$ cat src/move_exec_defines.svh
/*
 * Constants for the data-move execution block: widths, pointer mode codes,
 * reset values, the pointer step and the zero byte.
 * Assumes it is included by bare name from the package and the design file.
 */
`ifndef MOVE_EXEC_DEFINES_SVH
`define MOVE_EXEC_DEFINES_SVH

`define MX_DATA_W        8
`define MX_FADDR_W       7
`define MX_PTR_W         16
`define MX_BANK_W        5
`define MX_OFS_W         6
`define MX_MODE_W        2
`define MX_NUM_PTR       2

`define MX_MODE_PRE_INC  2'h0
`define MX_MODE_PRE_DEC  2'h1
`define MX_MODE_POST_INC 2'h2
`define MX_MODE_POST_DEC 2'h3

`define MX_PTR_STEP      16'h0001
`define MX_ZERO_BYTE     8'h00

`define MX_RST_ACC       8'h00
`define MX_RST_BANK      5'h00
`define MX_RST_PTR       16'h0000
`define MX_RST_ZERO      1'h0

`endif

$ cat src/move_exec_pkg.sv
/*
 * Types for the data-move execution block: operation codes, request,
 * pointer load, memory ports and the block's whole state.
 * Assumes move_exec_defines.svh is on the include path.
 */
`include "move_exec_defines.svh"

package move_exec_pkg;

	typedef enum logic [4:0]
	{
		op_none            = 5'h00,
		file_copy_op       = 5'h01,
		indirect_load_op   = 5'h02,
		indirect_rel_op    = 5'h04,
		literal_to_bank_op = 5'h08,
		literal_to_acc_op  = 5'h10
	} move_op_e;

	typedef enum logic [1:0]
	{
		st_idle = 2'h1,
		st_read = 2'h2
	} exec_state_e;

	typedef struct packed
	{
		move_op_e                    op;
		logic                        dest;
		logic [`MX_FADDR_W-1:0]      file_addr;
		logic [`MX_DATA_W-1:0]       file_data;
		logic                        ptr_sel;
		logic [`MX_MODE_W-1:0]       pointer_mode_field;
		logic [`MX_OFS_W-1:0]        offset;
		logic [`MX_DATA_W-1:0]       literal;
	} move_req_s;

	typedef struct packed
	{
		logic                        en;
		logic                        sel;
		logic [`MX_PTR_W-1:0]        value;
	} ptr_load_s;

	typedef struct packed
	{
		logic                        en;
		logic [`MX_FADDR_W-1:0]      addr;
		logic [`MX_DATA_W-1:0]       data;
	} file_wr_s;

	typedef struct packed
	{
		logic                        en;
		logic [`MX_PTR_W-1:0]        addr;
	} mem_rd_s;

	typedef logic [`MX_NUM_PTR-1:0][`MX_PTR_W-1:0] ptr_bank_t;

	typedef struct packed
	{
		exec_state_e                 state;
		logic [`MX_DATA_W-1:0]       acc;
		logic [`MX_BANK_W-1:0]       bank_select_reg;
		logic                        zero;
		ptr_bank_t                   indirect_pointer;
		file_wr_s                    file_wr;
		mem_rd_s                     mem_rd;
		logic                        done;
	} exec_state_s;

endpackage

$ cat src/move_exec.sv
/*
 * Execution of the data-move instructions of a small 8-bit core: file copy,
 * indirect load through two 16-bit pointers, literal to bank select and
 * literal to the working register.
 * Assumes the core has already fetched the file operand into the request,
 * that data memory answers a read one clock after it is issued, and that
 * every port is on i_ref_clk.
 */
`timescale 1ns/1ns

`include "move_exec_defines.svh"

module move_exec
(
	// clock and reset
	input  wire logic                       i_ref_clk,
	input  wire logic                       i_rst,
	// instruction request
	input  wire logic                       i_req_valid,
	input  wire move_exec_pkg::move_req_s   i_req,
	output logic                            o_req_ready,
	// pointer load from the core
	input  wire move_exec_pkg::ptr_load_s   i_ptr_load,
	// data memory read
	output move_exec_pkg::mem_rd_s          o_mem_rd,
	input  wire logic [`MX_DATA_W-1:0]      i_mem_rdata,
	// file register write back
	output move_exec_pkg::file_wr_s         o_file_wr,
	// architectural state
	output logic [`MX_DATA_W-1:0]           o_acc,
	output logic [`MX_BANK_W-1:0]           o_bank_select_reg,
	output logic                            o_zero,
	output move_exec_pkg::ptr_bank_t        o_indirect_pointer,
	output logic                            o_done
);
	import move_exec_pkg::*;

	//--------------------------------------------------------------
	// helpers
	//--------------------------------------------------------------
	// one step of a pointer, wrapping in 16 bits
	function automatic logic [`MX_PTR_W-1:0] ptr_step
	(
		input logic [`MX_PTR_W-1:0]  ptr,
		input logic                  down
	);
		ptr_step = down ? ptr - `MX_PTR_STEP : ptr + `MX_PTR_STEP;
	endfunction

	function automatic logic is_zero
	(
		input logic [`MX_DATA_W-1:0] v
	);
		is_zero = (v == `MX_ZERO_BYTE);
	endfunction

	//--------------------------------------------------------------
	// state
	//--------------------------------------------------------------
	exec_state_s               cur;
	exec_state_s               next_cur;
	logic                      take;
	logic [`MX_PTR_W-1:0]      sel_ptr;
	logic [`MX_PTR_W-1:0]      stepped;
	logic [`MX_PTR_W-1:0]      rel_ofs;
	logic                      step_down;
	logic                      step_pre;

	assign o_req_ready = (cur.state == st_idle);
	assign take        = i_req_valid && o_req_ready;
	assign sel_ptr     = cur.indirect_pointer[i_req.ptr_sel];
	assign step_down   = i_req.pointer_mode_field[0];
	assign step_pre    = !i_req.pointer_mode_field[1];
	assign stepped     = ptr_step(sel_ptr, step_down);
	assign rel_ofs     = {{(`MX_PTR_W-`MX_OFS_W){i_req.offset[`MX_OFS_W-1]}}, i_req.offset};

	//--------------------------------------------------------------
	// pointer load decode
	//--------------------------------------------------------------
	logic [`MX_NUM_PTR-1:0]    ptr_hit;
	genvar                     g;

	generate
		for (g = 0; g < `MX_NUM_PTR; g++)
		begin : g_ptr_hit
			assign ptr_hit[g] = i_ptr_load.en && (i_ptr_load.sel == 1'(g));
		end
	endgenerate

	//--------------------------------------------------------------
	// next state
	//--------------------------------------------------------------
	always_comb
	begin
		next_cur             = cur;
		next_cur.file_wr.en  = 1'b0;
		next_cur.mem_rd.en   = 1'b0;
		next_cur.done        = 1'b0;

		// external pointer loads, one per pointer
		for (int p = 0; p < `MX_NUM_PTR; p++)
		begin
			if (ptr_hit[p])
			begin
				next_cur.indirect_pointer[p] = i_ptr_load.value;
			end
		end

		case (cur.state)
			st_idle:
			begin
				if (take)
				begin
					case (i_req.op)
						file_copy_op:
						begin
							if (i_req.dest)
							begin
								next_cur.file_wr.en   = 1'b1;
								next_cur.file_wr.addr = i_req.file_addr;
								next_cur.file_wr.data = i_req.file_data;
							end
							else
							begin
								next_cur.acc = i_req.file_data;
							end
							next_cur.zero = is_zero(i_req.file_data);
							next_cur.done = 1'b1;
						end
						indirect_load_op:
						begin
							next_cur.mem_rd.en   = 1'b1;
							next_cur.mem_rd.addr = step_pre ? stepped : sel_ptr;
							// the step wins over a core load of the same pointer
							next_cur.indirect_pointer[i_req.ptr_sel] = stepped;
							next_cur.state       = st_read;
						end
						indirect_rel_op:
						begin
							next_cur.mem_rd.en   = 1'b1;
							next_cur.mem_rd.addr = sel_ptr + rel_ofs;
							next_cur.state       = st_read;
						end
						literal_to_bank_op:
						begin
							next_cur.bank_select_reg = i_req.literal[`MX_BANK_W-1:0];
							next_cur.done            = 1'b1;
						end
						literal_to_acc_op:
						begin
							next_cur.acc  = i_req.literal;
							next_cur.done = 1'b1;
						end
						default:
						begin
							// no operation: taken, nothing changes
							next_cur.done = 1'b0;
						end
					endcase
				end
			end
			st_read:
			begin
				// memory answers one clock after the read strobe
				next_cur.acc   = i_mem_rdata;
				next_cur.zero  = is_zero(i_mem_rdata);
				next_cur.done  = 1'b1;
				next_cur.state = st_idle;
			end
			default:
			begin
				next_cur.state = st_idle;
			end
		endcase
	end

	//--------------------------------------------------------------
	// registers
	//--------------------------------------------------------------
	always_ff @(posedge i_ref_clk or posedge i_rst)
	begin
		if (i_rst)
		begin
			cur.state            <= st_idle;
			cur.acc              <= `MX_RST_ACC;
			cur.bank_select_reg  <= `MX_RST_BANK;
			cur.zero             <= `MX_RST_ZERO;
			cur.indirect_pointer <= {`MX_NUM_PTR{`MX_RST_PTR}};
			cur.file_wr          <= '0;
			cur.mem_rd           <= '0;
			cur.done             <= 1'b0;
		end
		else
		begin
			cur <= next_cur;
		end
	end

	//--------------------------------------------------------------
	// outputs
	//--------------------------------------------------------------
	assign o_mem_rd           = cur.mem_rd;
	assign o_file_wr          = cur.file_wr;
	assign o_acc              = cur.acc;
	assign o_bank_select_reg  = cur.bank_select_reg;
	assign o_zero             = cur.zero;
	assign o_indirect_pointer = cur.indirect_pointer;
	assign o_done             = cur.done;

endmodule // move_exec

$ cat config.mk
export PLATFORM = sky130hd
export DESIGN_NAME = move_exec
export DESIGN_NICKNAME = d
export VERILOG_FILES = /design/src/move_exec_pkg.sv /design/src/move_exec.sv
export VERILOG_INCLUDE_DIRS = /design/src
export SDC_FILE = /design/constraint.sdc
export NUM_CORES = 1
export LEC_CHECK = 0
export BUFFER_PORTS_ARGS = -buffer_cell sky130_fd_sc_hd__buf_2
export CORE_ASPECT_RATIO = 1.5
export CORE_MARGIN = 8
export CORE_UTILIZATION = 36
export DETAILED_ROUTE_END_ITERATION = 7
export PLACE_DENSITY = 0.6
export SYNTH_ARGS = -nofsm -noshare
export SYNTH_HDL_FRONTEND = slang
export SYNTH_SLANG_ARGS = --single-unit
$ cat constraint.sdc
create_clock -name i_ref_clk -period 7.9 [get_ports i_ref_clk]
set_clock_uncertainty 0.15 [all_clocks]
set_input_delay 0 -clock i_ref_clk [delete_from_list [all_inputs] [get_ports i_ref_clk]]
set_output_delay 0 -clock i_ref_clk [all_outputs]
set_load 0.005 [all_outputs]
Word-level counts from Yosys, hierarchy flattened
Index checks and enable logic that the tools add are counted.
- add/sub/neg operators: 3
- magnitude comparators: 2
- bitwise logic cells: 1
- multipliers: 0
- muxes and demuxes: 25
- divide/modulo/power cells: 0
- eq/ne operators: 12
- shift-type cells: 0
- reduce and logical (&&, ||, !) cells: 16
- operators with widths (cell ; count):
    $mux W16 ; 9
    $mux W82 ; 1
    $mux W65 ; 1
    $pmux W17 S2 ; 1
    $bwmux W32 ; 1
    $mux W32 ; 1
    $pmux W8 S2 ; 2
    $add A16 B1 Y16 const B ; 1
    $add A16 B16 Y16 ; 1
    $demux W16 S1 ; 1
    $logic_not A8 Y1 ; 2
    $sub A16 B1 Y16 const B ; 1
    $reduce_and A3 Y1 ; 3
    $mux W8 ; 1
    $reduce_and A4 Y1 ; 2
    $eq A5 B1 Y1 const B ; 1
    $eq A5 B2 Y1 const B ; 1
    $eq A5 B3 Y1 const B ; 1
    $eq A5 B4 Y1 const B ; 1
    $eq A5 B5 Y1 const B ; 1
    $mux W5 ; 1
    $logic_and A1 B1 Y1 ; 4
    $mux W2 ; 2
    $ne A2 B1 Y1 const B ; 2
    14 further kinds ; 17
- memory bits (read-only): 0
- bits in writable memories: 0
- input port bits: 67
- flip-flop bits (word level): 82
- memories: 0
- bits in latches: 0
- output and inout bits: 81

Depth between registers and ports, before layout
Gate-level depths: netlist (run 1).
- depth after elaboration: 8
- mapped depth: 12
- depth with buffers taken out: 11

Least setup slack after synthesis (run 1)
OpenSTA, ideal clock, no wires.
- path type: input to register
- start: input port i_req[16] (netlist name)
- end: register cur (netlist bit o_mem_rd[12])
- setup time: 0.128 ns
- buffers on the path: 2
- data required time: 7.622 ns
- slack: 5.130 ns
- stages on the path: 10
- arrival time: 2.492 ns
- path through: buf_6 clkbuf_1 mux2_2 ha_1 nor2b_1 o31a_1 o211a_1 or3_1 a31oi_1 a31oi_1
- longest elaborated chain between the ends: 6
- elaborated cells between the ends (all ways): 8
- classes of those cells: add/sub: 3; mux: 5
- RTL lines (item ; line ; text):
    start: declaration ; move_exec.sv:20 ; input wire move_exec_pkg::move_req_s i_req,
    $mux W16 (not written as such) (*) (2 in a row) ; move_exec.sv:71 ; assign sel_ptr = cur.indirect_pointer[i_req.ptr_sel];
    $add A16 B1 Y16 (no source line) or $sub A16 B1 Y16 (tied branches) ; -- ;
    $mux W16 (no source line) ; -- ;
    $mux W16 ; move_exec.sv:133 ; next_cur.mem_rd.addr = step_pre ? stepped : sel_ptr;
    $pmux W17 S2 (*) ; move_exec.sv:114 ; case (i_req.op)
    end signal: assignment ; move_exec.sv:195 ; cur <= next_cur;
    end: declaration ; move_exec.sv:60 ; exec_state_s cur;
Mark *: on every way between the ends. The rest lies on a longest branch, timed or not. The select of a mux whose other input is x is not followed.
A chain may end at the register's enable or synchronous reset.

==> results of run 1 <==
==> through the flow <==
step	power (uW)	setup slack (ns)	utilization	std cells	instance area, um^2
after floorplan	1201	5.130	-	670	6322
after global placement	1330	4.888	0.3851	931	6653
after CTS	1795	4.487	0.4322	999	7466
after detailed placement	1335	4.865	0.3851	931	6653
final	1772	4.509	0.4322	999	7466
after global routing	1900	4.189	0.4322	999	7466
==> metal layers <==
metal  vias to the layer above  part of all wire  wire, um
li1                       2608                 -         -
met1                      2500              0.40      7334
met2                       157              0.50      9128
met3                        18             0.077      1391
met4                         0             0.016       291
met5                         -                 0         0
==> cell type report <==
type                       count  area [um^2]  share of cell area
tap                          213        266.5             0.03570
timing repair buffer         203         1286              0.1723
inverter                      19        73.82            0.009888
sequential                    82         2053              0.2750
clock buffer                  13        250.2             0.03352
multi-input combinational    466         3493              0.4679
clock inverter                 3        42.54            0.005698
==> cells in the mapped netlist (4+ instances only) <==
cell type	instances
and3_1	7
nor2b_1	13
a22oi_1	11
o21a_1	5
mux2_2	50
mux2i_1	22
clkbuf_1	12
o22ai_1	5
dfrtp_1	81
a21oi_1	50
nor3_1	8
xor2_1	6
a211oi_1	14
nor2_1	45
o2111ai_1	4
nand3_1	9
a22o_1	4
buf_4	80
o21bai_1	4
a21o_1	7
ha_1	31
inv_1	18
nor4_1	6
xnor2_1	12
o21ai_1	4
o211ai_1	8
nand2_1	44
or3_1	4
o21ai_0	33
a221oi_1	4
buf_2	6
==> final timing paths <==
| path | slack (ns) | to | start | depth (start not counted) |
|---|---|---|---|---|
| setup reg to reg | 4.51 | o_indirect_pointer[16] | cur[80] | 7 |
| setup / recovery | 4.51 | o_indirect_pointer[16] | cur[80] | 7 |
| max in group asynchronous | 6.41 | o_indirect_pointer[12] | i_rst | 4 |
| hold / removal | -0.004 | o_mem_rd[0] | i_req[8] | 4 |
| min in group asynchronous | 0.02 | o_file_wr[12] | i_rst | 3 |
| hold reg to reg | 0.33 | o_mem_rd[7] | o_mem_rd[7] | 2 |
==> critical path, delay by kind of cell (launching register included) <==
kind | cells | cell delay (ns)
adder cells (fa/ha/maj) | 1 | 0.33
buffers and inverters | 1 | 0.58
AND/OR/NAND/NOR | 4 | 1.55
flip-flops | 1 | 0.53
AO/OA/AOI/OAI | 1 | 0.08
==> cell families (layout without fill, tap and decap cells) <==
logic type               count (synthesis)  in the layout  share of synthesized area
AO/OA/AOI/OAI                          186            186                     0.2068
buffers and inverters                  122            238                     0.1239
AND/OR/NAND/NOR                        156            156                     0.1245
flip-flops                              82             82                     0.3248
XOR/XNOR                                18             18                    0.02494
adder cells (fa/ha/maj)                 33             33                    0.06768
multiplexers                            73             73                     0.1274
==> report_power, final <==
group | internal, uW | switching [uW]
combinational | 341 | 401
clock | 254 | 174
sequential | 531 | 71.4
total | 1130 | 647
==> repair_timing <==
item / 4_1_cts / 5_1_grt
hold endpoints to repair: 83 / 0
buffers inserted: 0 / 0
hold buffers: 52 / 0
==> results.tsv, run 1 <==
stage	metric	value	unit
worst_setup_path	cp_data_required_time	7.93	ns
logic_synthesis	syn_inst	670	
logic_synthesis	ys_async_sr_fraction	1.000	
detailed_routing	wl	18150	um
logic_synthesis	syn_nets	770	
floorplanning	std_cell_rows	59	
clock_tree	cts.sinks	82	
cells_and_area	layout_common_cells	147 x buf_2, 81 x dfrtp_1, 52 x dlygate4sd3_1	
cells_and_area	nets	881	
logic_synthesis	synth_flop_cell	dfrtp_1	
clock_tree	cts.clk_slew.worst_paths	0.06	ns
logic_synthesis	ys_types	71	
grt	grt_max_degree	62	
floorplanning	ios	148	
grt	overflow	0	
sta	drv_slew	0	
grt	use_met3	0.05770	
detailed_routing	via_per_inst	5.288	
detailed_routing	wl_per_cell	18.16	um
grt	antenna_found_initial	0	
power_and_ir_drop	leakagePower	0.003505	uW
floorplanning	core	17270	um^2
cells_and_area	areaGrowthSynthToFinish	18.09	%
grt	grtUsageMet2	0.2970	
worst_setup_path	crit_slowest_cell	nand2_1	
grt	busiest_layer	met2	
cells_and_area	fillers	1704	
placed_design	place_congestion	0.8752	
logic_synthesis	synth_edf_count	0	
logic_synthesis	synth-seq-cells	82	
placed_design	io_buffers	147	
power_and_ir_drop	ir_worst_vdd	0.1349	mV
worst_setup_path	worst-path-max-fanout	33	
logic_synthesis	yosysSeqAreaShare	0.3248	
clock_tree	cts-root-buf	clkbuf_16	
logic_synthesis	avgSynthCellArea	9.436	um^2
logic_synthesis	yosys_warnings	0	
clock_tree	cts_resized	0	
hold_path	hp-class	input pin to flip-flop	
sta	hold_slack	-0.003826	ns
worst_setup_path	critPathMaxStageDelay	0.63	ns
job	max_cap_violations	0	
cells_and_area	final_common_cell	buf_2	
logic_synthesis	syn_area	6322	um^2
worst_setup_path	start_kind	flip-flop	
floorplanning	initial_core_util	0.3660	
floorplanning	die_area	22150	um^2
floorplanning	die_h	178.3	um
cells_and_area	drive_above_1_share	0.3028	
logic_synthesis	synthTopCellsByArea	dfrtp_1 32%, buf_4 9.5%, mux2_2 8.9%	
cells_and_area	antennaDiodeCount	0	
logic_synthesis	yosysTopAreaCellShare	0.3206	
grt	grt_pass1_wl	29060	um
sta	hold_violations	1	
placed_design	dp_hpwl	13770	um
clock_tree	insertion_delay	0.35	ns
clock_tree	cts_tree	built	
sta	rsz0062_at_grt	no	
sta	max_slew_margin	0.3352	
worst_setup_path	path_class	flip-flop to flip-flop	
status	status	finished with violations	
power_and_ir_drop	p_per_area	237.4	nW/um^2
detailed_routing	drtIter0Drc	259	
logic_synthesis	yosysTopAreaCell	dfrtp_1	
detailed_routing	drc_errors	0	
worst_setup_path	worstPathArrival	3.42	ns
cells_and_area	largest_register_ffs	32	
grt	grt_pass1_vias	5570	
clock_tree	cts_max_level	3	
detailed_routing	postRouteAntennaNets	0	
sta	fin_crit	3.391	ns
status	violations	hold timing	
worst_setup_path	path_common_cell	nand2_1	
sta	fin_tns_setup	0	ns
sta	clock.fmax	294.9	MHz
clock_tree	cts-buffers-inserted	9	
worst_setup_path	cp-end-kind	flip-flop	
detailed_routing	drt-pass1-iter-count	5	
sta	setup_viol	0	
grt	grt_usage	0.1630	
worst_setup_path	worstPathCellList	ha_1 > nand2_1 > nor2_1 > nand2_1 > nand4_1 > dlygate4sd3_1 > o211ai_1	
detailed_routing	vias	5283	
grt	use_met1	0.1711	
sta	tightest_slew	0.9948	ns
floorplanning	die_w	124.2	um
clock_tree	cts.path.max_buffers	2	
sta	finalCritPeriodShare	0.4293	
(Power assumes the default switching activity.)
==> run 2, diff against run 1 <==
PLACE_DENSITY = 0.62   (was 0.6)
clock period = 3.1 ns   (was 7.9 ns; I/O delays follow)
==> results.tsv, run 2 (synthesized netlist as in run 1, its figures left out) <==
stage	metric	value	unit
placed_design	post_dp_cell_area	6763	um^2
sta	fin_tns_setup	0	ns
floorplanning	die_area	22150	um^2
cells_and_area	final_common_cell	buf_2	
clock_tree	cts_max_level	3	
power_and_ir_drop	ir_worst_vdd	0.3557	mV
worst_setup_path	cp_data_required_time	3.17	ns
worst_setup_path	rrSetupSlack	0.27	ns
worst_setup_path	endpoint	o_mem_rd[15]	
cells_and_area	largest_register_ffs	32	
cells_and_area	antennaDiodeCount	0	
placed_design	io_buffers	147	
cells_and_area	layout_common_cells	147 x buf_2, 81 x dfrtp_1, 54 x dlygate4sd3_1	
grt	overflow	0	
grt	grt_max_degree	44	
cells_and_area	nets	896	
status	status	finished clean	
sta	tightest_slew	0.8240	ns
clock_tree	cts.path.max_buffers	2	
sta	finalCritPeriodShare	0.9133	
cells_and_area	finish.instance_area	7566	um^2
sta	clock.fmax	353.2	MHz
detailed_routing	via_per_inst	5.326	
detailed_routing	vias	5401	
worst_setup_path	start_kind	flip-flop	
worst_setup_path	rr_startpoint	o_indirect_pointer[19]	
sta	setup_viol	0	
clock_tree	cts.clk_slew.worst_paths	0.07	ns
floorplanning	std_cell_rows	59	
clock_tree	cts_tree	built	
floorplanning	initial_core_util	0.3660	
floorplanning	ios	148	
worst_setup_path	worstPathArrival	2.90	ns
sta	hold_violations	0	
grt	grt_usage	0.1701	
detailed_routing	drtIter0Drc	278	
hold_path	hp-class	input pin to flip-flop	
floorplanning	die_h	178.3	um
grt	antenna_found_initial	0	
sta	drv_slew	0	
detailed_routing	postRouteAntennaNets	0	
placed_design	place_congestion	0.8760	
worst_setup_path	reg2reg_to	o_mem_rd[15]	
power_and_ir_drop	p_per_area	591.2	nW/um^2
power_and_ir_drop	leakagePower	0.003567	uW
clock_tree	cts-buffers-inserted	9	
detailed_routing	drt-pass1-iter-count	4	
job	max_cap_violations	0	
detailed_routing	wl_per_cell	18.44	um
grt	grt_pass1_wl	30570	um
clock_tree	insertion_delay	0.35	ns
clock_tree	cts-root-buf	clkbuf_16	
placed_design	dp_hpwl	14350	um
worst_setup_path	path_class	flip-flop to flip-flop	
sta	fin_crit	2.831	ns
sta	max_slew_margin	0.4493	
sta	rsz0062_at_grt	no	
worst_setup_path	rr_worst_depth	8	
cells_and_area	areaGrowthSynthToFinish	19.67	%
floorplanning	core	17270	um^2
detailed_routing	wl	18700	um
worst_setup_path	worst-path-max-fanout	6	
worst_setup_path	crit_path_start	o_indirect_pointer[19]	
floorplanning	die_w	124.2	um
worst_setup_path	cp-end-kind	flip-flop	
hold_path	holdPathStages	4	
grt	grt_pass1_vias	5733	
detailed_routing	drc_errors	0	
clock_tree	cts.sinks	82	
cells_and_area	drive_above_1_share	0.3109	
## run 2: cell types whose count changed in the layout (fill, tap and decap cells not counted)
| cell | change |
|---|---|
| buf_4 | +12 |
| clkbuf_1 | +2 |
| dlygate4sd3_1 | +2 |
| buf_12 | +1 |
| bufinv_16 | -1 |
| clkinvlp_4 | -1 |
## run 2: what timing repair did
item,in CTS,in global routing
hold buffers,54,0
setup buffers,0,0
resized for setup,0,0
hold endpoints to repair,102,0
## run 2: area by class of cell
class                   count  area (um^2)
well taps                 213        266.5
repair buffers            218         1416
fillers                  1677         9708
inverters                  19        73.82
clock buffers              15        257.7
clock inverters             1        5.005
multi-input cells         466         3493
flip-flops and latches     82         2053
## run 2: layer usage
metal,vias to the layer above,routed length (um),global-route usage
met1,2562,7407,0.1806
met5,-,0,0
li1,2632,-,-
met3,31,1334,0.05205
met2,176,9508,0.3064
met4,0,449,0.07204
## run 2: report_power, final
part / internal (uW) / switching [uW]
clock network: 566 / 444
registers: 1350 / 172
logic: 900 / 1040
## run 2: critical path, stage by stage, from the launching register on
cell and delay (ns):
dfrtp_1 0.38, mux2_2 0.31, ha_1 0.36, o211ai_1 0.13, o211ai_1 0.31, nand3_1 0.27
or3_1 0.43, a211oi_1 0.26, o22ai_1 0.11
## run 2: worst min-delay path by stage
| stage | to | startpoint |
|---|---|---|
| finish | o_mem_rd[6] | i_req[33] |
| global route | o_mem_rd[6] | i_req[33] |
| CTS | o_mem_rd[6] | i_req[33] |
| detailed placement | o_file_wr[11] | i_rst |
| global placement | o_file_wr[11] | i_rst |
| floorplan | o_file_wr[0] | i_req[17] |
## run 2: per-stage QoR
step | total power [uW] | hold slack [ns] | utilization | std cells | worst slack [ns]
finish | 4473 | 0.01931 | 0.4380 | 1014 | 0.2687
global placement | 3416 | 0.005871 | 0.3915 | 944 | 0.1312
global route | 4791 | 0.05915 | 0.4380 | 1014 | 0.03897
CTS | 4529 | 0.005924 | 0.4380 | 1014 | 0.2363
floorplan | 3061 | 0.0005740 | - | 670 | 0.3302
detailed placement | 3436 | 0.003563 | 0.3915 | 944 | 0.09602
